==> src/rstbod_pkg.sv <==
// Package: offsets, field positions, reset values and timing for the block
package rstbod_pkg;
    // Register byte addresses (printed offsets times four)
    localparam logic [7:0] AUX_INDEX = 8'hA2;
    localparam logic [7:0] BOD_INDEX = 8'hA3;
    localparam logic [7:0] IRQ_STATUS_INDEX = 8'hA8;
    localparam logic [7:0] IRQ_MASK_INDEX = 8'hA9;
    localparam logic [7:0] UNLOCK_INDEX = 8'hAA;
    localparam logic [9:0] AUX_ADDR = {AUX_INDEX, 2'b00};
    localparam logic [9:0] BOD_ADDR = {BOD_INDEX, 2'b00};
    localparam logic [9:0] IRQ_STATUS_ADDR = {IRQ_STATUS_INDEX, 2'b00};
    localparam logic [9:0] IRQ_MASK_ADDR = {IRQ_MASK_INDEX, 2'b00};
    localparam logic [9:0] UNLOCK_ADDR = {UNLOCK_INDEX, 2'b00};

    // Auxiliary register fields
    localparam int AUX_SOFTWARE_RESET_FLAG_BIT = 7;
    localparam int AUX_PINF_BIT = 6;
    localparam int AUX_HARD_FAULT_RESET_FLAG_BIT = 5;
    localparam int AUX_GF_BIT = 3;
    localparam int AUX_SWAP_BIT = 2;
    localparam logic [7:0] AUX_WRITE_MASK = 8'hEC;

    // Brown-out control fields
    localparam int BOD_EN_BIT = 7;
    localparam int BOD_TH_HI = 5;
    localparam int BOD_TH_LO = 4;
    localparam int BOD_FLAG_BIT = 3;
    localparam int BOD_RSTEN_BIT = 2;
    localparam int BOD_RSTF_BIT = 1;
    localparam int BOD_STAT_BIT = 0;

    // Configuration byte two fields
    localparam int CFG_EN_BIT = 7;
    localparam int CFG_TH_HI = 5;
    localparam int CFG_TH_LO = 4;
    localparam int CFG_INHIBIT_BIT = 5;
    localparam int CFG_RSTEN_BIT = 2;

    // Interrupt status bits
    localparam int IRQ_BOD_BIT = 0;
    localparam int IRQ_IAP_BIT = 1;
    localparam int IRQ_BROWNOUT_RESET_ENABLE_BIT = 2;
    localparam logic [2:0] IRQ_RESET = 3'h0;

    // Timed-access unlock key pair
    localparam logic [7:0] UNLOCK_KEY1 = 8'hAA;
    localparam logic [7:0] UNLOCK_KEY2 = 8'h55;
    localparam logic [1:0] UNLOCK_WINDOW = 2'h3;

    // Detector settle: 3 low-speed oscillator edges
    localparam logic [1:0] SETTLE_EDGES = 2'h3;

    localparam logic [7:0] RESET_BYTE = 8'h00;
endpackage

==> src/sync_level.sv <==
// Two-flop level synchroniser
`timescale 1ns/1ps
module sync_level (
    input wire logic mclk,
    input wire logic reset_n,
    input wire logic din,
    output logic dout
);
    typedef struct packed {
        logic first;
        logic second;
    } sync_s;
    sync_s state_reg;
    sync_s state_next;

    always_comb begin
        state_next.first = din;
        state_next.second = state_reg.first;
    end

    always_ff @(posedge mclk) begin
        if (!reset_n) begin
            state_reg <= '0;
        end else begin
            state_reg <= state_next;
        end
    end

    assign dout = state_reg.second;
endmodule // sync_level

==> src/edge_pulse.sv <==
// Rising edge detector on a synchronised level
`timescale 1ns/1ps
module edge_pulse (
    input wire logic mclk,
    input wire logic reset_n,
    input wire logic level,
    output logic rise,
    output logic fall
);
    typedef struct packed {
        logic last;
    } edge_s;
    edge_s state_reg;
    edge_s state_next;

    always_comb begin
        state_next.last = level;
    end

    always_ff @(posedge mclk) begin
        if (!reset_n) begin
            state_reg <= '0;
        end else begin
            state_reg <= state_next;
        end
    end

    assign rise = level & ~state_reg.last;
    assign fall = ~level & state_reg.last;
endmodule // edge_pulse

==> src/reset_flags_brownout_control.sv <==
// Reset-source flags and brown-out control with APB register access
//
// Implementation choice: the APB register port.
`timescale 1ns/1ps

// Behaviour
// Software reset sets flag bit 7
// Pin reset sets flag bit 6
// PC overflow resets, sets flag bit 5
// Debug with setting 0: flag only
// Bit 3 is free user flag
// Swap bit exchanges serial receive/transmit pins
// Swap applies immediately; avoid mid-transfer
// Bit 1 reads 0; write 0 bit 0
// Enable bit; output valid after settling
// Threshold field selects trip level
// Crossing sets flag; gated interrupt request
// Reset enable gates brown-out reset
// Brown-out reset sets its flag
// Live status read-only, 0 when disabled
// Config byte two reloads settings
// Control writes need timed unlock
// Program below level sets fault flag
// Flags hold until software writes
// Unlock sequence from timed-access scheme
module reset_flags_brownout_control (
    input wire logic mclk,
    input wire logic reset_n,
    input wire logic psel,
    input wire logic penable,
    input wire logic pwrite,
    input wire logic [11:0] paddr,
    input wire logic [31:0] pwdata,
    output logic [31:0] prdata,
    output logic pready,
    output logic pslverr,
    input wire logic softwareResetCause,
    input wire logic pinResetCause,
    input wire logic brownoutResetCause,
    input wire logic pcOverflow,
    input wire logic debugMode,
    input wire logic debugEnableSetting,
    input wire logic [7:0] configurationByteTwo,
    input wire logic supplyBelowRaw,
    input wire logic lowSpeedOscTick,
    input wire logic programActive,
    input wire logic globalInterruptEnable,
    input wire logic brownoutInterruptEnable,
    input wire logic serialTxData,
    output logic serialRxData,
    input wire logic pinP06In,
    input wire logic pinP07In,
    output logic pinP06Out,
    output logic pinP07Out,
    output logic pinP06Oe,
    output logic pinP07Oe,
    output logic brownoutEnable,
    output logic [1:0] brownoutThresholdSelect,
    output logic hardFaultResetReq,
    output logic brownoutResetReq,
    output logic brownoutIrqReq,
    output logic selfProgramFaultSet,
    output logic irq
);
    typedef struct packed {
        logic loaded;
        logic softwareResetFlag;
        logic pinResetFlag;
        logic hardFaultResetFlag;
        logic userFlagTwo;
        logic serial0PinSwap;
        logic brownoutEnable;
        logic [1:0] brownoutThresholdSelect;
        logic brownoutInterruptFlag;
        logic brownoutResetEnable;
        logic brownoutResetFlag;
        logic [1:0] settleCount;
        logic statusValid;
        logic lastStatus;
        logic [1:0] unlockCount;
        logic unlockFirst;
        logic [2:0] irqStatus;
        logic [2:0] irqMask;
        logic [31:0] prdata;
        logic pready;
        logic pslverr;
        logic serialRxData;
        logic pinP06Out;
        logic pinP07Out;
        logic pinP06Oe;
        logic pinP07Oe;
        logic hardFaultResetReq;
        logic brownoutResetReq;
        logic brownoutIrqReq;
        logic selfProgramFaultSet;
        logic irq;
    } state_s;

    state_s state_reg;
    state_s state_next;
    logic supplyBelow;
    logic oscLevel;
    logic oscRise;
    logic access;
    logic wrEn;
    logic unlocked;
    logic liveStatus;
    logic crossing;
    logic [7:0] wbyte;
    logic [7:0] auxRead;
    logic [7:0] bodRead;
    logic mapped;

    sync_level supplySync (
        .mclk(mclk),
        .reset_n(reset_n),
        .din(supplyBelowRaw),
        .dout(supplyBelow)
    );

    sync_level oscSync (
        .mclk(mclk),
        .reset_n(reset_n),
        .din(lowSpeedOscTick),
        .dout(oscLevel)
    );

    edge_pulse oscEdge (
        .mclk(mclk),
        .reset_n(reset_n),
        .level(oscLevel),
        .rise(oscRise),
        .fall()
    );

    always_comb begin
        access = psel & penable & ~state_reg.pready;
        wrEn = access & pwrite;
        wbyte = pwdata[7:0];
        unlocked = (state_reg.unlockCount != 2'h0) & ~state_reg.unlockFirst;
        // Status zero while disabled or settling
        liveStatus = state_reg.brownoutEnable & state_reg.statusValid
            & supplyBelow;
        // Disabling drops the status but is no supply crossing
        crossing = state_reg.brownoutEnable & state_reg.statusValid
            & (liveStatus != state_reg.lastStatus);
        auxRead = {state_reg.softwareResetFlag, state_reg.pinResetFlag,
            state_reg.hardFaultResetFlag, 1'b0, state_reg.userFlagTwo,
            state_reg.serial0PinSwap, 2'b00};
        bodRead = {state_reg.brownoutEnable, 1'b0,
            state_reg.brownoutThresholdSelect,
            state_reg.brownoutInterruptFlag, state_reg.brownoutResetEnable,
            state_reg.brownoutResetFlag, liveStatus};
        // Upper address bits must be zero
        mapped = (paddr[11:10] == 2'b00) & (paddr[9:0] == rstbod_pkg::AUX_ADDR
            || paddr[9:0] == rstbod_pkg::BOD_ADDR
            || paddr[9:0] == rstbod_pkg::IRQ_STATUS_ADDR
            || paddr[9:0] == rstbod_pkg::IRQ_MASK_ADDR
            || paddr[9:0] == rstbod_pkg::UNLOCK_ADDR);

        state_next = state_reg;
        // Answer one cycle after the take
        state_next.pready = access;
        state_next.pslverr = access & ~mapped;
        state_next.prdata = 32'h0000_0000;

        // Reset-cause capture once after release
        if (!state_reg.loaded) begin
            // Cause inputs name the reset just ended
            state_next.loaded = 1'b1;
            state_next.brownoutEnable =
                configurationByteTwo[rstbod_pkg::CFG_EN_BIT];
            state_next.brownoutThresholdSelect = configurationByteTwo[
                rstbod_pkg::CFG_TH_HI:rstbod_pkg::CFG_TH_LO];
            state_next.brownoutResetEnable =
                configurationByteTwo[rstbod_pkg::CFG_RSTEN_BIT];
            if (softwareResetCause) begin
                state_next.softwareResetFlag = 1'b1;
            end
            if (pinResetCause) begin
                state_next.pinResetFlag = 1'b1;
            end
            if (brownoutResetCause) begin
                state_next.brownoutResetFlag = 1'b1;
                state_next.irqStatus[rstbod_pkg::IRQ_BROWNOUT_RESET_ENABLE_BIT] = 1'b1;
            end
        end

        // Unlock window counts down
        if (state_reg.unlockCount != 2'h0) begin
            state_next.unlockCount = state_reg.unlockCount - 2'h1;
        end

        // Detector settling on slow oscillator edges
        if (!state_reg.brownoutEnable) begin
            state_next.settleCount = 2'h0;
            state_next.statusValid = 1'b0;
        end else if (oscRise && !state_reg.statusValid) begin
            state_next.settleCount = state_reg.settleCount + 2'h1;
            if (state_reg.settleCount + 2'h1 == rstbod_pkg::SETTLE_EDGES) begin
                state_next.statusValid = 1'b1;
            end
        end
        state_next.lastStatus = liveStatus;

        // Register reads; irq status cleared on read
        if (access && !pwrite && mapped) begin
            unique case (paddr[9:0])
                rstbod_pkg::AUX_ADDR: begin
                    state_next.prdata = {24'h0, auxRead};
                end
                rstbod_pkg::BOD_ADDR: begin
                    state_next.prdata = {24'h0, bodRead};
                end
                rstbod_pkg::IRQ_STATUS_ADDR: begin
                    state_next.prdata = {29'h0, state_reg.irqStatus};
                    state_next.irqStatus = rstbod_pkg::IRQ_RESET;
                end
                rstbod_pkg::IRQ_MASK_ADDR: begin
                    state_next.prdata = {29'h0, state_reg.irqMask};
                end
                default: begin
                    state_next.prdata = 32'h0000_0000;
                end
            endcase
        end

        // Register writes
        if (wrEn && mapped) begin
            unique case (paddr[9:0])
                rstbod_pkg::AUX_ADDR: begin
                    state_next.softwareResetFlag =
                        wbyte[rstbod_pkg::AUX_SOFTWARE_RESET_FLAG_BIT];
                    state_next.pinResetFlag = wbyte[rstbod_pkg::AUX_PINF_BIT];
                    state_next.hardFaultResetFlag =
                        wbyte[rstbod_pkg::AUX_HARD_FAULT_RESET_FLAG_BIT];
                    state_next.userFlagTwo = wbyte[rstbod_pkg::AUX_GF_BIT];
                    state_next.serial0PinSwap =
                        wbyte[rstbod_pkg::AUX_SWAP_BIT];
                end
                rstbod_pkg::BOD_ADDR: begin
                    if (unlocked) begin
                        state_next.brownoutEnable =
                            wbyte[rstbod_pkg::BOD_EN_BIT];
                        state_next.brownoutThresholdSelect = wbyte[
                            rstbod_pkg::BOD_TH_HI:rstbod_pkg::BOD_TH_LO];
                        state_next.brownoutInterruptFlag =
                            wbyte[rstbod_pkg::BOD_FLAG_BIT];
                        state_next.brownoutResetEnable =
                            wbyte[rstbod_pkg::BOD_RSTEN_BIT];
                        state_next.brownoutResetFlag =
                            wbyte[rstbod_pkg::BOD_RSTF_BIT];
                    end
                    state_next.unlockCount = 2'h0;
                end
                rstbod_pkg::IRQ_MASK_ADDR: state_next.irqMask = wbyte[2:0];
                rstbod_pkg::UNLOCK_ADDR: begin
                    // Two keys back to back open a short window
                    if (wbyte == rstbod_pkg::UNLOCK_KEY1) begin
                        state_next.unlockFirst = 1'b1;
                        state_next.unlockCount = rstbod_pkg::UNLOCK_WINDOW;
                    end else if (wbyte == rstbod_pkg::UNLOCK_KEY2
                        && state_reg.unlockFirst
                        && state_reg.unlockCount != 2'h0) begin
                        state_next.unlockFirst = 1'b0;
                        state_next.unlockCount = rstbod_pkg::UNLOCK_WINDOW;
                    end else begin
                        state_next.unlockFirst = 1'b0;
                        state_next.unlockCount = 2'h0;
                    end
                end
                default: state_next.unlockCount = state_next.unlockCount;
            endcase
        end else if (state_reg.unlockCount == 2'h1) begin
            state_next.unlockFirst = 1'b0;
        end

        // Hardware sets win over software clears
        if (pcOverflow) begin
            state_next.hardFaultResetFlag = 1'b1;
        end
        if (crossing) begin
            state_next.brownoutInterruptFlag = 1'b1;
            state_next.irqStatus[rstbod_pkg::IRQ_BOD_BIT] = 1'b1;
        end
        // Fault only while the inhibit bit is left at 1
        state_next.selfProgramFaultSet = programActive & liveStatus
            & state_reg.brownoutEnable & ~state_reg.brownoutResetEnable
            & configurationByteTwo[rstbod_pkg::CFG_INHIBIT_BIT];
        if (state_next.selfProgramFaultSet) begin
            state_next.irqStatus[rstbod_pkg::IRQ_IAP_BIT] = 1'b1;
        end

        // Reset requests toward the system reset controller
        state_next.hardFaultResetReq = pcOverflow
            & ~(debugMode & ~debugEnableSetting);
        state_next.brownoutResetReq = liveStatus
            & state_reg.brownoutResetEnable;
        state_next.brownoutIrqReq = state_next.brownoutInterruptFlag
            & brownoutInterruptEnable & globalInterruptEnable;

        // Serial pin routing; receive pin is input only
        if (state_reg.serial0PinSwap) begin
            state_next.serialRxData = pinP06In;
            state_next.pinP07Out = serialTxData;
            state_next.pinP07Oe = 1'b1;
            state_next.pinP06Out = 1'b0;
            state_next.pinP06Oe = 1'b0;
        end else begin
            state_next.serialRxData = pinP07In;
            state_next.pinP06Out = serialTxData;
            state_next.pinP06Oe = 1'b1;
            state_next.pinP07Out = 1'b0;
            state_next.pinP07Oe = 1'b0;
        end

        // Level output while any unmasked bit is set
        state_next.irq = |(state_next.irqStatus & state_reg.irqMask);
    end

    always_ff @(posedge mclk) begin
        if (!reset_n) begin
            state_reg <= '0;
        end else begin
            state_reg <= state_next;
        end
    end

    assign prdata = state_reg.prdata;
    assign pready = state_reg.pready;
    assign pslverr = state_reg.pslverr;
    assign serialRxData = state_reg.serialRxData;
    assign pinP06Out = state_reg.pinP06Out;
    assign pinP07Out = state_reg.pinP07Out;
    assign pinP06Oe = state_reg.pinP06Oe;
    assign pinP07Oe = state_reg.pinP07Oe;
    assign brownoutEnable = state_reg.brownoutEnable;
    assign brownoutThresholdSelect = state_reg.brownoutThresholdSelect;
    assign hardFaultResetReq = state_reg.hardFaultResetReq;
    assign brownoutResetReq = state_reg.brownoutResetReq;
    assign brownoutIrqReq = state_reg.brownoutIrqReq;
    assign selfProgramFaultSet = state_reg.selfProgramFaultSet;
    assign irq = state_reg.irq;
endmodule // reset_flags_brownout_control

==> config.mk <==
export PLATFORM = sky130hd
export DESIGN_NAME = reset_flags_brownout_control
export DESIGN_NICKNAME = d
export VERILOG_FILES = /design/src/rstbod_pkg.sv /design/src/sync_level.sv /design/src/edge_pulse.sv /design/src/reset_flags_brownout_control.sv
export SDC_FILE = /design/constraint.sdc
export NUM_CORES = 1
export LEC_CHECK = 0
export BUFFER_PORTS_ARGS = -buffer_cell sky130_fd_sc_hd__buf_2
export CAP_MARGIN = 40
export CORE_MARGIN = 4
export CORE_UTILIZATION = 35
export DETAILED_ROUTE_END_ITERATION = 10
export PLACE_DENSITY = 0.68
export SETUP_SLACK_MARGIN = 0.05
export SLEW_MARGIN = 20
export SYNTH_ARGS = -nofsm -noshare
export SYNTH_HDL_FRONTEND = slang
export SYNTH_SLANG_ARGS = --single-unit
==> constraint.sdc <==
create_clock -name mclk -period 2.2 [get_ports mclk]
set_clock_uncertainty 0.15 [all_clocks]
set_input_delay 0.11 -clock mclk [delete_from_list [all_inputs] [get_ports mclk]]
set_output_delay 0.11 -clock mclk [all_outputs]
set_load 0.1 [all_outputs]
# Yosys cells after proc, flatten, opt, wreduce, memory -nomap -nowiden
# Cells that the tools add are included.
# Widths: inputs -> output; s select.
dict set report word_totals {
  regBits 74
  output_inout_bits 47
  in_bits 71
  elab_cells 132
}
dict set report op_classes {
  bitwise 28
  n_mux 28
  eq_ne 11
  add_sub_neg 2
  n_reduce_logical 27
}
# operator n
set op_table {}
lappend op_table {{$eq 10x10->1 const B} 5}
lappend op_table {{$pmux 8 s4} 1}
lappend op_table {{$and 1x1->1} 19}
lappend op_table {{$reduce_and 2->1} 8}
lappend op_table {{$mux 3} 5}
lappend op_table {{$mux 1} 12}
lappend op_table {{$mux 6} 2}
lappend op_table {{$mux 11} 1}
lappend op_table {{$mux 5} 2}
lappend op_table {{$eq 8x7->1 const B} 1}
lappend op_table {{$eq 8x8->1 const B} 1}
lappend op_table {{$mux 2} 4}
lappend op_table {{$not 1->1} 8}
lappend op_table {{$reduce_bool 2->1} 4}
lappend op_table {{$logic_and 1x1->1} 6}
lappend op_table {{$logic_or 1x1->1} 4}
lappend op_table {{$pmux 2 s2} 1}
lappend op_table {{$and 3x3->3} 1}
lappend op_table {{$reduce_or 3->1} 1}
lappend op_table {{$add 2x1->2 const B} 1}
lappend op_table {{$eq 2x1->1 const B} 1}
lappend op_table {{$eq 2x2->1 const B} 1}
lappend op_table {{$logic_not 1->1} 2}
lappend op_table {{$logic_not 2->1} 1}
lappend op_table {{other kinds (4)} 4}

# Logic depth before layout (Yosys ltp)
# Gate-level depths: netlist of run 1.
dict set report logic_depth {
  ltp_word 11
  mapped_depth 7
  depth_no_buf 5
}

# Modules after synthesis
# A second synthesis of run 1 with hierarchy kept.
dict set report hier_totals {
  cells_unflattened 282
  hier_area_um2 2507.4
}
# module n_inst seq_area_each_um2 area_per_inst_um2 cells_per_inst
set by_module_without_submodules {}
lappend by_module_without_submodules {reset_flags_brownout_control 1 900.9 2363.5 270}
lappend by_module_without_submodules {sync_level 2 40.0 52.6 4}
lappend by_module_without_submodules {edge_pulse 1 20.0 38.8 4}

# Least setup slack after synthesis of run 1
# No wires, ideal clock.
dict set report synth_path {
  path_kind {register -> register}
  startpoint {register state_reg (netlist bit pready)}
  endpoint {register state_reg (netlist bit bodRead[1])}
  setup_ps 134
  setup_slack_ps -418
  synth_period_minus_slack_ps 2618
  path_buffers 1
  required_ps 1916
  path_stages_with_launch 7
  t_arrival_ps 2334
  path_cell_list {dfxtp_1 > nand4b_1 > or4b_2 > or4_4 > buf_6 > nor2_1 > a211oi_1}
}
dict set report synth_via {
  elab_chain_len 5
}
# element line_no
set synth_rtl {}
lappend synth_rtl {{from (decl)} reset_flags_brownout_control.sv:99} ;# state_s state_reg;
lappend synth_rtl {{from (signal assigned)} reset_flags_brownout_control.sv:325} ;# state_reg <= state_next;
lappend synth_rtl {{$not 1->1} reset_flags_brownout_control.sv:137} ;# access = psel & penable & ~state_reg.pready;
lappend synth_rtl {{$and 1x1->1} reset_flags_brownout_control.sv:137}
lappend synth_rtl {{$and 1x1->1} reset_flags_brownout_control.sv:138} ;# wrEn = access & pwrite;
lappend synth_rtl {{$logic_and 1x1->1} reset_flags_brownout_control.sv:229} ;# if (wrEn && mapped) begin
lappend synth_rtl {{$mux 11} reset_flags_brownout_control.sv:229}
# Every way passes these cells. The select of a mux whose other input is x is not followed.
# A chain may end at the register's enable or synchronous reset.

# Final worst setup path of run 1
dict set report layout_path {
  startpoint {register state_reg (netlist bit pready)}
  endpoint {register state_reg (netlist bit brownoutEnable)}
}
# The elaborated chain is that of the path after synthesis.

==> results by group, run 1 <==
Final layout
  – Most frequent standard cell in the layout excluding fill and tap cells: sky130_fd_sc_hd__buf_2
  – Non-filler cells, final: 411
  – Number of antenna cells inserted: 0
  – Area taken by flip-flops and latches: 1000 sq um
  – Commonest non-fill, non-tap cells in the layout: sky130_fd_sc_hd__buf_2, sky130_fd_sc_hd__dfxtp_1, sky130_fd_sc_hd__nor2_1, sky130_fd_sc_hd__conb_1, sky130_fd_sc_hd__dlygate4sd3_1
  – Number of fillers in the final layout: 643
  – Footprint of the multi-input gates: 1060 sq um
  – Largest register FFs: 14
  – Area growth from synthesis to layout: 29.9%
  – Fraction of final layout cells with drive strength greater than 1: 0.299
  – Final nets: 405

Synthesis
  – Part of the Yosys area used for sequential elements: 0.443
  – Netlist Area Pre-Place: 2260 sq um
  – Area share of fa/ha/maj cells after synthesis: 0.00553
  – Flop and latch count out of synthesis: 50
  – Number of different library cells in the post-synthesis netlist: 43
  – Cells after synthesis: 245
  – Cell type with the highest aggregate area in the netlist: sky130_fd_sc_hd__dfxtp_1
  – Ys Warns: 0
  – Number of flops mapped to enable cells by yosys: 0
  – Mean cell area of the mapped netlist: 9.23 sq um
  – Mux contribution to synthesized area: 0.0753
  – Main combinational cell family by area after synthesis: simple AND/OR/NAND/NOR gates
  – Xor/xnor cell area share of the yosys netlist: 0.0116
  – Leading cell types by total area after synthesis: sky130_fd_sc_hd__dfxtp_1, sky130_fd_sc_hd__buf_4, sky130_fd_sc_hd__mux2i_1
  – Share of Yosys cell area claimed by the top area cell type: 0.443
  – Compound-Gate Fraction of Synth Area: 0.0841
  – Simple-gate area share of the yosys netlist: 0.235
  – Share of async-settable or async-resettable flops after synthesis: 0
  – Most frequently used flop master after synthesis: sky130_fd_sc_hd__dfxtp_1

Critical path
  – Delay of the slowest cell on the worst path: 500 ps
  – Startpoint-to-endpoint class of the critical path: reg -> reg
  – Critical path data arrival time: 2150 ps
  – Critical Path RT: 2240 ps
  – Critical path, cell by cell: nand4b_1 -> or4b_4 -> or4_4 -> buf_6 -> nor2_1 -> a211oi_2
  – Type of element launching the critical path: flip-flop
  – Critical R2R Launch: pready
  – R2r setup slk: 90 ps
  – CP max-delay cell: sky130_fd_sc_hd__or4b_4
  – Reg2reg end: brownoutEnable
  – Critical path endpoint category: flip-flop
  – Maximum fanout count along the critical path: 10
  – Depth of the most critical reg-to-reg path: 6

Hold path
  – Hold Startpoint: softwareResetCause
  – Worst min path class: in -> reg
  – Worst Hold Path Cells: 3
  – Worst hold path endpoint: auxRead[7]

Global routing
  – Tot GR Track Use: 0.131
  – Final global-route overflow total: 0
  – Maximum number of pins on one net before global-route repair: 23
  – Vias in the first global route: 1751
  – Number of antenna violations at the first check in global routing: 0
  – Global-route wire length before repair: 7.82 mm

Clock network
  – Clock latency reported for the late side of the worst-skew pair: 300 ps
  – Clock tree from TritonCTS: yes
  – H-tree depth: 2
  – Master cell of the clock root buffer: sky130_fd_sc_hd__clkbuf_8
  – Clock Pin Slew Worst Setup and Hold Paths: 90 ps
  – Max Buffers Root-to-Sink: 2
  – CTS Buf Count: 5
  – # clock sinks: 50
  – Number of buffers inserted to repair setup after CTS: 0

Place
  – Port Buf Inserts: 65
  – Post-DP HPWL: 3.97 mm
  – Number of instances in the placed design: 379
  – Last weighted congestion value of the routability-driven placer: 0.800
  – Dpl ws: -8.96 ps

Floorplan
  – Die boundary width: 88.4 um
  – Starting density of the core: 0.358
  – Standard-cell rows: 29
  – I/O pin count: 118
  – Floorplan Core Area: 6310 sq um
  – Die Height: 88.4 um
  – Overall die area: 7810 sq um

Timing
  – Upper clock frequency limit: 474 MHz
  – Count of pins over their slew limit: 0
  – RSZ-0062 raised after global routing: yes
  – Final worst path period need: 2110 ps
  – Number of endpoints with negative hold slack in the final report: 0
  – Post-route worst setup slack: 90.0 ps
  – # setup viols final: 0
  – Portion of the clock cycle consumed by the worst path in the final layout: 0.959

Run status
  – Result of the run: completed

Run
  – Number of max-cap violations: 0

Drt
  – Number of nets with antenna violations after detailed routing: 0
  – DRT Wirelength: 5.28 mm
  – First-pass iteration count of the detailed router: 4
  – Number of remaining DRC errors: 0
  – Vias after detailed routing: 1914
  – Average via count per standard cell: 4.66
  – Initial DRC count: 71
  – Routed wirelength normalized by instance count: 12.8 um

Pwr
  – Total power divided by cell area: 646 nW/um^2
  – Leakage power: 0.00131 uW
  – Peak VDD IR: 370 uV
==> metrics by stage <==
stage | utilization | hold slack (ps) | total power, uW | setup TNS [ps] | area [sq um]
6_report | 0.465 | 13.5 | 1900 | 0 | 2940
3_3_place_gp | 0.406 | 148 | 1340 | 0 | 2570
5_1_grt | 0.465 | 40.6 | 1980 | 0 | 2940
3_5_place_dp | 0.406 | 149 | 1340 | -8.96 | 2570
4_1_cts | 0.462 | 2.25 | 1920 | 0 | 2910
2_1_floorplan | - | -12.3 | 1290 | -296 | 2350
==> metal layers <==
layer  track usage  vias up  wire length (um)
met4        0.0522        0               106
li1              -      963                 -
met1         0.152      875              2250
met3        0.0354        9               347
met2         0.226       67              2570
met5             0        -                 0
==> layout make-up <==
type	instances	share of cell area
sequential	50	0.342
timing repair buffer	100	0.222
tap	77	0.0328
clock inverter	1	0.00170
multi-input combinational	167	0.361
inverter	9	0.0115
clock buffer	7	0.0294
==> cell usage after synthesis (2+ instances only) <==
cell type,count
sky130_fd_sc_hd__a21oi_1,9
sky130_fd_sc_hd__nand2b_1,2
sky130_fd_sc_hd__nand2_1,14
sky130_fd_sc_hd__mux2i_1,17
sky130_fd_sc_hd__dfxtp_1,50
sky130_fd_sc_hd__a211oi_1,9
sky130_fd_sc_hd__nor2b_1,2
sky130_fd_sc_hd__nand3_1,5
sky130_fd_sc_hd__inv_1,9
sky130_fd_sc_hd__xor2_1,2
sky130_fd_sc_hd__o21ai_0,3
sky130_fd_sc_hd__or4_1,2
sky130_fd_sc_hd__nand4b_1,3
sky130_fd_sc_hd__nor4b_1,2
sky130_fd_sc_hd__nor3b_1,3
sky130_fd_sc_hd__and2_1,7
sky130_fd_sc_hd__nor4_1,5
sky130_fd_sc_hd__or4_4,3
sky130_fd_sc_hd__o22ai_1,2
sky130_fd_sc_hd__nor4bb_1,2
sky130_fd_sc_hd__and3_1,2
sky130_fd_sc_hd__nor2_1,31
sky130_fd_sc_hd__nand3b_1,3
sky130_fd_sc_hd__clkbuf_1,6
sky130_fd_sc_hd__buf_4,34
==> kinds of logic (layout without fill, tap and decap cells) <==
| kind of cell | after synthesis | after routing |
|---|---|---|
| adders and majority gates | 1 | 1 |
| buffers and inverters | 51 | 117 |
| AOI/OAI and AO/OA | 29 | 29 |
| and+or+nand+nor | 93 | 93 |
| DFF | 50 | 50 |
| xor gates and xnor gates | 3 | 3 |
| muxes | 17 | 17 |
| other | 1 | 24 |
==> report_power, final <==
| group | total [uW] | internal [uW] | switching (uW) | leakage, uW |
|---|---|---|---|---|
| logic | 417 | 99.7 | 317 | 0.000853 |
| registers | 938 | 925 | 13.2 | 0.000408 |
| clock network | 544 | 254 | 290 | 0.0000482 |
==> worst max-delay path: cells and delay by family, from the launching register on <==
family	cells	cell delay [ps]
AO/OA/AOI/OAI	1	50
buffers and inverters	1	170
flip-flops	1	350
AND/OR/NAND/NOR	4	1280
==> how the worst max path moves through the flow <==
stage | start | to | slack (ps) | cells after the start
3_5_place_dp | pready | brownoutIrqReq | -9 | 5
5_1_grt | pready | brownoutEnable | 8 | 6
6_report | pready | brownoutEnable | 90 | 6
4_1_cts | pready | brownoutThresholdSelect[1] | 80 | 5
2_1_floorplan | pready | bodRead[1] | -50 | 6
3_3_place_gp | pready | brownoutIrqReq | 20 | 5
==> what timing repair did <==
action,in CTS,in global routing
pin swaps,1,2
hold buffers,24,0
endpoints found under the setup margin,7,6
gates resized for setup,3,7
hold endpoints to repair,27,0
No activity file was read; power rests on OpenSTA's default activity.
==> inputs of run 2 (changes only) <==
Settings changed: CELL_PAD_IN_SITES_DETAIL_PLACEMENT set to 1, CELL_PAD_IN_SITES_GLOBAL_PLACEMENT set to 1, CORE_UTILIZATION 35 to 29, PLACE_DENSITY 0.68 to 0.77.
==> run 2 against run 1 <==
  * Clock power decreased by 6.2%
  * First-iteration DRC count fell by 4.2%
  * Cell count rose by 5.4%
  * Count of clock-buffer cells in the layout fell by 2
  * Highest routed layer unchanged
  * Register-to-register slack is essentially flat
  * Combinational power about the same
  * Critical path type unchanged
  * Global-route usage down 0.13 points
  * Design area increased by 0.47%
  * Utilization shrank 6.7 points
==> results by group, run 2 (same netlist as run 1, synthesis figures left out) <==
Run status
  – Result of the run: completed

Critical path
  – Maximum fanout count along the critical path: 2
  – Critical Path RT: 2240 ps
  – Type of element launching the critical path: flip-flop
  – Depth of the most critical reg-to-reg path: 5
  – Critical path endpoint category: flip-flop
  – Critical path data arrival time: 2160 ps
  – Startpoint-to-endpoint class of the critical path: reg -> reg

Final layout
  – Fraction of final layout cells with drive strength greater than 1: 0.311
  – Util after Layout: 0.398
  – Number of antenna cells inserted: 0
  – Area growth from synthesis to layout: 30.5%
  – Commonest non-fill, non-tap cells in the layout: sky130_fd_sc_hd__buf_2, sky130_fd_sc_hd__dfxtp_1, sky130_fd_sc_hd__nor2_1, sky130_fd_sc_hd__conb_1, sky130_fd_sc_hd__dlygate4sd3_1
  – Largest register FFs: 14
  – Most frequent standard cell in the layout excluding fill and tap cells: sky130_fd_sc_hd__buf_2
  – Final nets: 406

Drt
  – Routed wirelength normalized by instance count: 13.9 um
  – Average via count per standard cell: 4.48
  – DRT Wirelength: 6.03 mm
  – Number of nets with antenna violations after detailed routing: 0
  – Vias after detailed routing: 1942
  – First-pass iteration count of the detailed router: 4
  – Initial DRC count: 68
  – Number of remaining DRC errors: 0

Clock network
  – H-tree depth: 2
  – CTS Buf Count: 5
  – # clock sinks: 50
  – Clock Pin Slew Worst Setup and Hold Paths: 90 ps
  – Master cell of the clock root buffer: sky130_fd_sc_hd__clkbuf_8
  – Max Buffers Root-to-Sink: 2
  – Clock latency reported for the late side of the worst-skew pair: 300 ps
  – Clock tree from TritonCTS: yes

Timing
  – Count of pins over their slew limit: 0
  – Pin slew with the least headroom to its limit: 495 ps
  – Worst hold slack: 6.71 ps
  – Setup TNS after final layout: 0 ps
  – Upper clock frequency limit: 472 MHz
  – Worst slew margin relative to its limit: 0.667
  – Portion of the clock cycle consumed by the worst path in the final layout: 0.962
  – Number of endpoints with negative hold slack in the final report: 0
  – RSZ-0062 raised after global routing: yes
  – Final worst path period need: 2120 ps
  – # setup viols final: 0

Global routing
  – Final global-route overflow total: 0
  – Tot GR Track Use: 0.129
  – Number of antenna violations at the first check in global routing: 0
  – Maximum number of pins on one net before global-route repair: 23
  – Global-route wire length before repair: 9.07 mm
  – Vias in the first global route: 1903

Place
  – Last weighted congestion value of the routability-driven placer: 0.776
  – Post-DP HPWL: 4.44 mm
  – Port Buf Inserts: 65

Pwr
  – Power consumption: 1870 uW
  – Total power divided by cell area: 633 nW/um^2
  – Peak VDD IR: 275 uV
  – Leakage power: 0.00131 uW

Floorplan
  – Standard-cell rows: 31
  – I/O pin count: 118
  – Starting density of the core: 0.305
  – Floorplan Core Area: 7410 sq um
  – Die boundary width: 96.3 um
  – Overall die area: 9270 sq um
  – Die Height: 96.3 um

Hold path
  – Worst min path class: in -> reg
  – Worst Hold Path Cells: 3

Run
  – Number of max-cap violations: 0
==> run 2: path summary, 6_finish.rpt <==
| path | endpoint | slack [ps] | from |
|---|---|---|---|
| hold / removal | bodRead[2] | 7 | configurationByteTwo[2] |
| setup reg to reg | bodRead[3] | 80 | pready |
| hold reg to reg | supplySync.dout | 290 | supplySync.state_next[0] |
| setup / recovery | bodRead[3] | 80 | pready |
==> run 2: where the power goes <==
group | leakage (uW) | switching [uW] | internal, uW | total, uW
Combinational | 0.000858 | 321 | 98.8 | 419
Sequential | 0.000408 | 13.4 | 925 | 938
Clock | 0.0000438 | 296 | 214 | 510
Total | 0.00131 | 630 | 1240 | 1870
==> run 2: through the flow <==
stage | instance area [sq um] | setup WS [ps] | cells
floorplan | 2350 | -47.5 | 268
global placement | 2590 | 25.1 | 401
detailed placement | 2590 | -39.3 | 401
CTS | 2910 | 70.1 | 431
global route | 2950 | 21.6 | 433
finish | 2950 | 82.8 | 433
==> run 2: cell type report <==
class / instances / area [sq um]
clock inverters: 2 / 10.0
multi-input cells: 167 / 1050
inverters: 9 / 33.8
fillers: 891 / 4460
clock buffers: 5 / 68.8
repair buffers: 101 / 658
flip-flops and latches: 50 / 1000
well taps: 99 / 124
==> run 2: critical path, cell delays in order (launching register included) <==
cell and delay [ps]:
sky130_fd_sc_hd__dfxtp_4 350, sky130_fd_sc_hd__nand4b_1 210, sky130_fd_sc_hd__or4b_4 500, sky130_fd_sc_hd__or4_4 460, sky130_fd_sc_hd__mux2i_2 260, sky130_fd_sc_hd__a21oi_1 90
==> run 2: timing repair <==
action	CTS	global route
pin swaps	1	3
hold endpoints to repair	21	0
buffers inserted	1	2
gates resized for setup	3	8
hold buffers	22	0
setup endpoints to repair	7	14
==> run 2: per-layer routing <==
metal	vias to the layer above	wire [um]	track usage	share of wire
met3	7	335	0.0360	0.056
li1	963	-	-	-
met2	53	2960	0.225	0.49
met1	919	2680	0.157	0.44
met5	-	0	0	0
met4	0	58	0.0304	0.0096
==> inputs of run 3 (changes only) <==
Clock period 2.2 ns to 1.74 ns, I/O delays scaled along.
==> run 3 against run 2 <==
  * Largest power group unchanged
  * Critical path type unchanged
  * Utilization up 5.7 points
  * Critical endpoint is now prdata[6]
  * Combinational power rose by 42%
  * The flow now finishes with violations (negative setup slack)
  * Largest cell class unchanged
  * Worst hold slack got worse by 5.9 ps
==> results by group, run 3 (same netlist as run 1, synthesis figures left out) <==
Timing
  – # setup viols final: 22
  – Count of pins over their slew limit: 0
  – Upper clock frequency limit: 470 MHz
  – Number of endpoints with negative hold slack in the final report: 0
  – Final worst path period need: 2130 ps
  – Worst hold slack: 0.774 ps
  – RSZ-0062 raised after global routing: yes
  – Portion of the clock cycle consumed by the worst path in the final layout: 1.22
  – Post-route worst setup slack: -387 ps

Final layout
  – Finished Cell Area: 3370 sq um
  – Area growth from synthesis to layout: 49.2%
  – Most frequent standard cell in the layout excluding fill and tap cells: sky130_fd_sc_hd__buf_2
  – Util after Layout: 0.455
  – Number of antenna cells inserted: 0
  – Final nets: 432
  – Fraction of final layout cells with drive strength greater than 1: 0.432
  – Largest register FFs: 14
  – Commonest non-fill, non-tap cells in the layout: sky130_fd_sc_hd__buf_2, sky130_fd_sc_hd__dfxtp_1, sky130_fd_sc_hd__buf_4, sky130_fd_sc_hd__conb_1, sky130_fd_sc_hd__dlygate4sd3_1

Clock network
  – Clock Pin Slew Worst Setup and Hold Paths: 100 ps
  – Master cell of the clock root buffer: sky130_fd_sc_hd__clkbuf_8
  – H-tree depth: 2
  – Clock latency reported for the late side of the worst-skew pair: 310 ps
  – Clock tree from TritonCTS: yes
  – # clock sinks: 50
  – CTS Buf Count: 5
  – Max Buffers Root-to-Sink: 2

Critical path
  – CP max-delay cell: sky130_fd_sc_hd__or4_4
  – Reg2reg end: prdata[6]
  – Startpoint-to-endpoint class of the critical path: reg -> reg
  – Critical path data arrival time: 2220 ps
  – Maximum fanout count along the critical path: 5
  – Buffers & Inverters on Critical Path: 2
  – Depth of the most critical reg-to-reg path: 7
  – Delay of the slowest cell on the worst path: 440 ps
  – Critical R2R Launch: pready
  – Dominant delay contributor by cell family on the critical path: simple AND/OR/NAND/NOR gates
  – Critical path endpoint category: flip-flop
  – Type of element launching the critical path: flip-flop
  – R2r setup slk: -390 ps
  – Critical Path RT: 1840 ps
  – Critical path, cell by cell: buf_4 -> buf_6 -> and3b_1 -> nand2_1 -> or4_4 -> or3_4 -> nor3b_2

Pwr
  – Logic pwr share: 0.236
  – Fraction of power spent switching nets: 0.356
  – Total power divided by cell area: 750 nW/um^2
  – Power consumption: 2530 uW
  – Power share of the sequential group: 0.468
  – Peak VDD IR: 373 uV
  – Leakage power: 0.00151 uW
  – Internal: 1630 uW
  – Clock share of power: 0.297
  – Net load switching power: 900 uW

Hold path
  – Worst min path class: in -> reg
  – Worst Hold Path Cells: 3
  – Worst hold path endpoint: brownoutThresholdSelect[0]
  – Hold Startpoint: configurationByteTwo[4]

Global routing
  – Maximum number of pins on one net before global-route repair: 23
  – Global-route wire length before repair: 11.4 mm
  – Final global-route overflow total: 0
  – Vias in the first global route: 2328
  – Number of antenna violations at the first check in global routing: 0
  – Tot GR Track Use: 0.162

Drt
  – Initial DRC count: 56
  – DRT Wirelength: 7.34 mm
  – Number of remaining DRC errors: 0
  – Vias after detailed routing: 2096
  – Number of nets with antenna violations after detailed routing: 0
  – First-pass iteration count of the detailed router: 4
  – Average via count per standard cell: 4.56
  – Routed wirelength normalized by instance count: 15.9 um

Place
  – Port Buf Inserts: 65
  – Placed inst area: 2770 sq um
  – Last weighted congestion value of the routability-driven placer: 0.758
  – Post-DP HPWL: 4.90 mm

Floorplan
  – I/O pin count: 118
  – Standard-cell rows: 31
  – Floorplan Core Area: 7410 sq um
  – Starting density of the core: 0.305
  – Die Height: 96.3 um
  – Die boundary width: 96.3 um
  – Overall die area: 9270 sq um

Run status
  – Result of the run: finished with violations
  – Failing checks: negative setup slack

Run
  – Number of max-cap violations: 0
-- run 3: changes by cell type in the layout (fill, tap and decap cells not counted), sizes merged --
| cell | delta |
|---|---|
| clkinv | -1 |
| inv | +2 |
| buf | +25 |
| dlygate4sd3 | +1 |
-- run 3: power by group through the flow --
stage          sequential [uW]  combinational (uW)  clock (uW)
2_1_floorplan             1270                 373           0
3_3_place_gp              1210                 512           0
3_5_place_dp              1210                 517           0
4_1_cts                   1180                 576         760
5_1_grt                   1190                 625         821
6_report                  1180                 596         750
-- run 3: worst max-delay path by stage --
stage	startpoint	end	slack [ps]	cells after the start
floorplan	pready	bodRead[1]	-510	6
global placement	pready	brownoutThresholdSelect[0]	-380	6
detailed placement	paddr[6]	brownoutThresholdSelect[0]	-480	7
CTS	pready	bodRead[3]	-360	5
global route	pready	brownoutThresholdSelect[0]	-470	5
finish	pready	prdata[6]	-390	7
-- run 3: cell type report --
type | instances | area (sq um)
Clock buffer | 5 | 68.8
Clock inverter | 3 | 28.8
Fill cell | 869 | 4040
Inverter | 9 | 33.8
Multi-Input combinational cell | 167 | 1230
Sequential cell | 50 | 1000
Tap cell | 99 | 124
Timing Repair Buffer | 127 | 882
-- run 3: worst min-delay path: stages --
cell	delay, ps
sky130_fd_sc_hd__buf_2	100
sky130_fd_sc_hd__mux2i_1	150
sky130_fd_sc_hd__a211oi_2	90
-- run 3: timing repair --
item,CTS,global route
pin swaps,11,12
buffers inserted,12,4
setup endpoints to repair,25,29
endpoints found under the hold margin,21,0
hold buffers,23,0
gates cloned,0,0
resized for setup,23,27
-- run 3: routing by layer --
metal	wire [um]	global-route usage
met5	0	0
met4	66	0.0386
met1	3020	0.190
met2	3860	0.302
met3	394	0.0281
-- run 3: through the flow --
step | setup WS (ps) | cells | TNS [ps]
floorplan | -506 | 268 | -5170
global placement | -378 | 421 | -6110
detailed placement | -480 | 421 | -8950
CTS | -359 | 463 | -4760
global route | -472 | 460 | -7390
finish | -387 | 460 | -5400
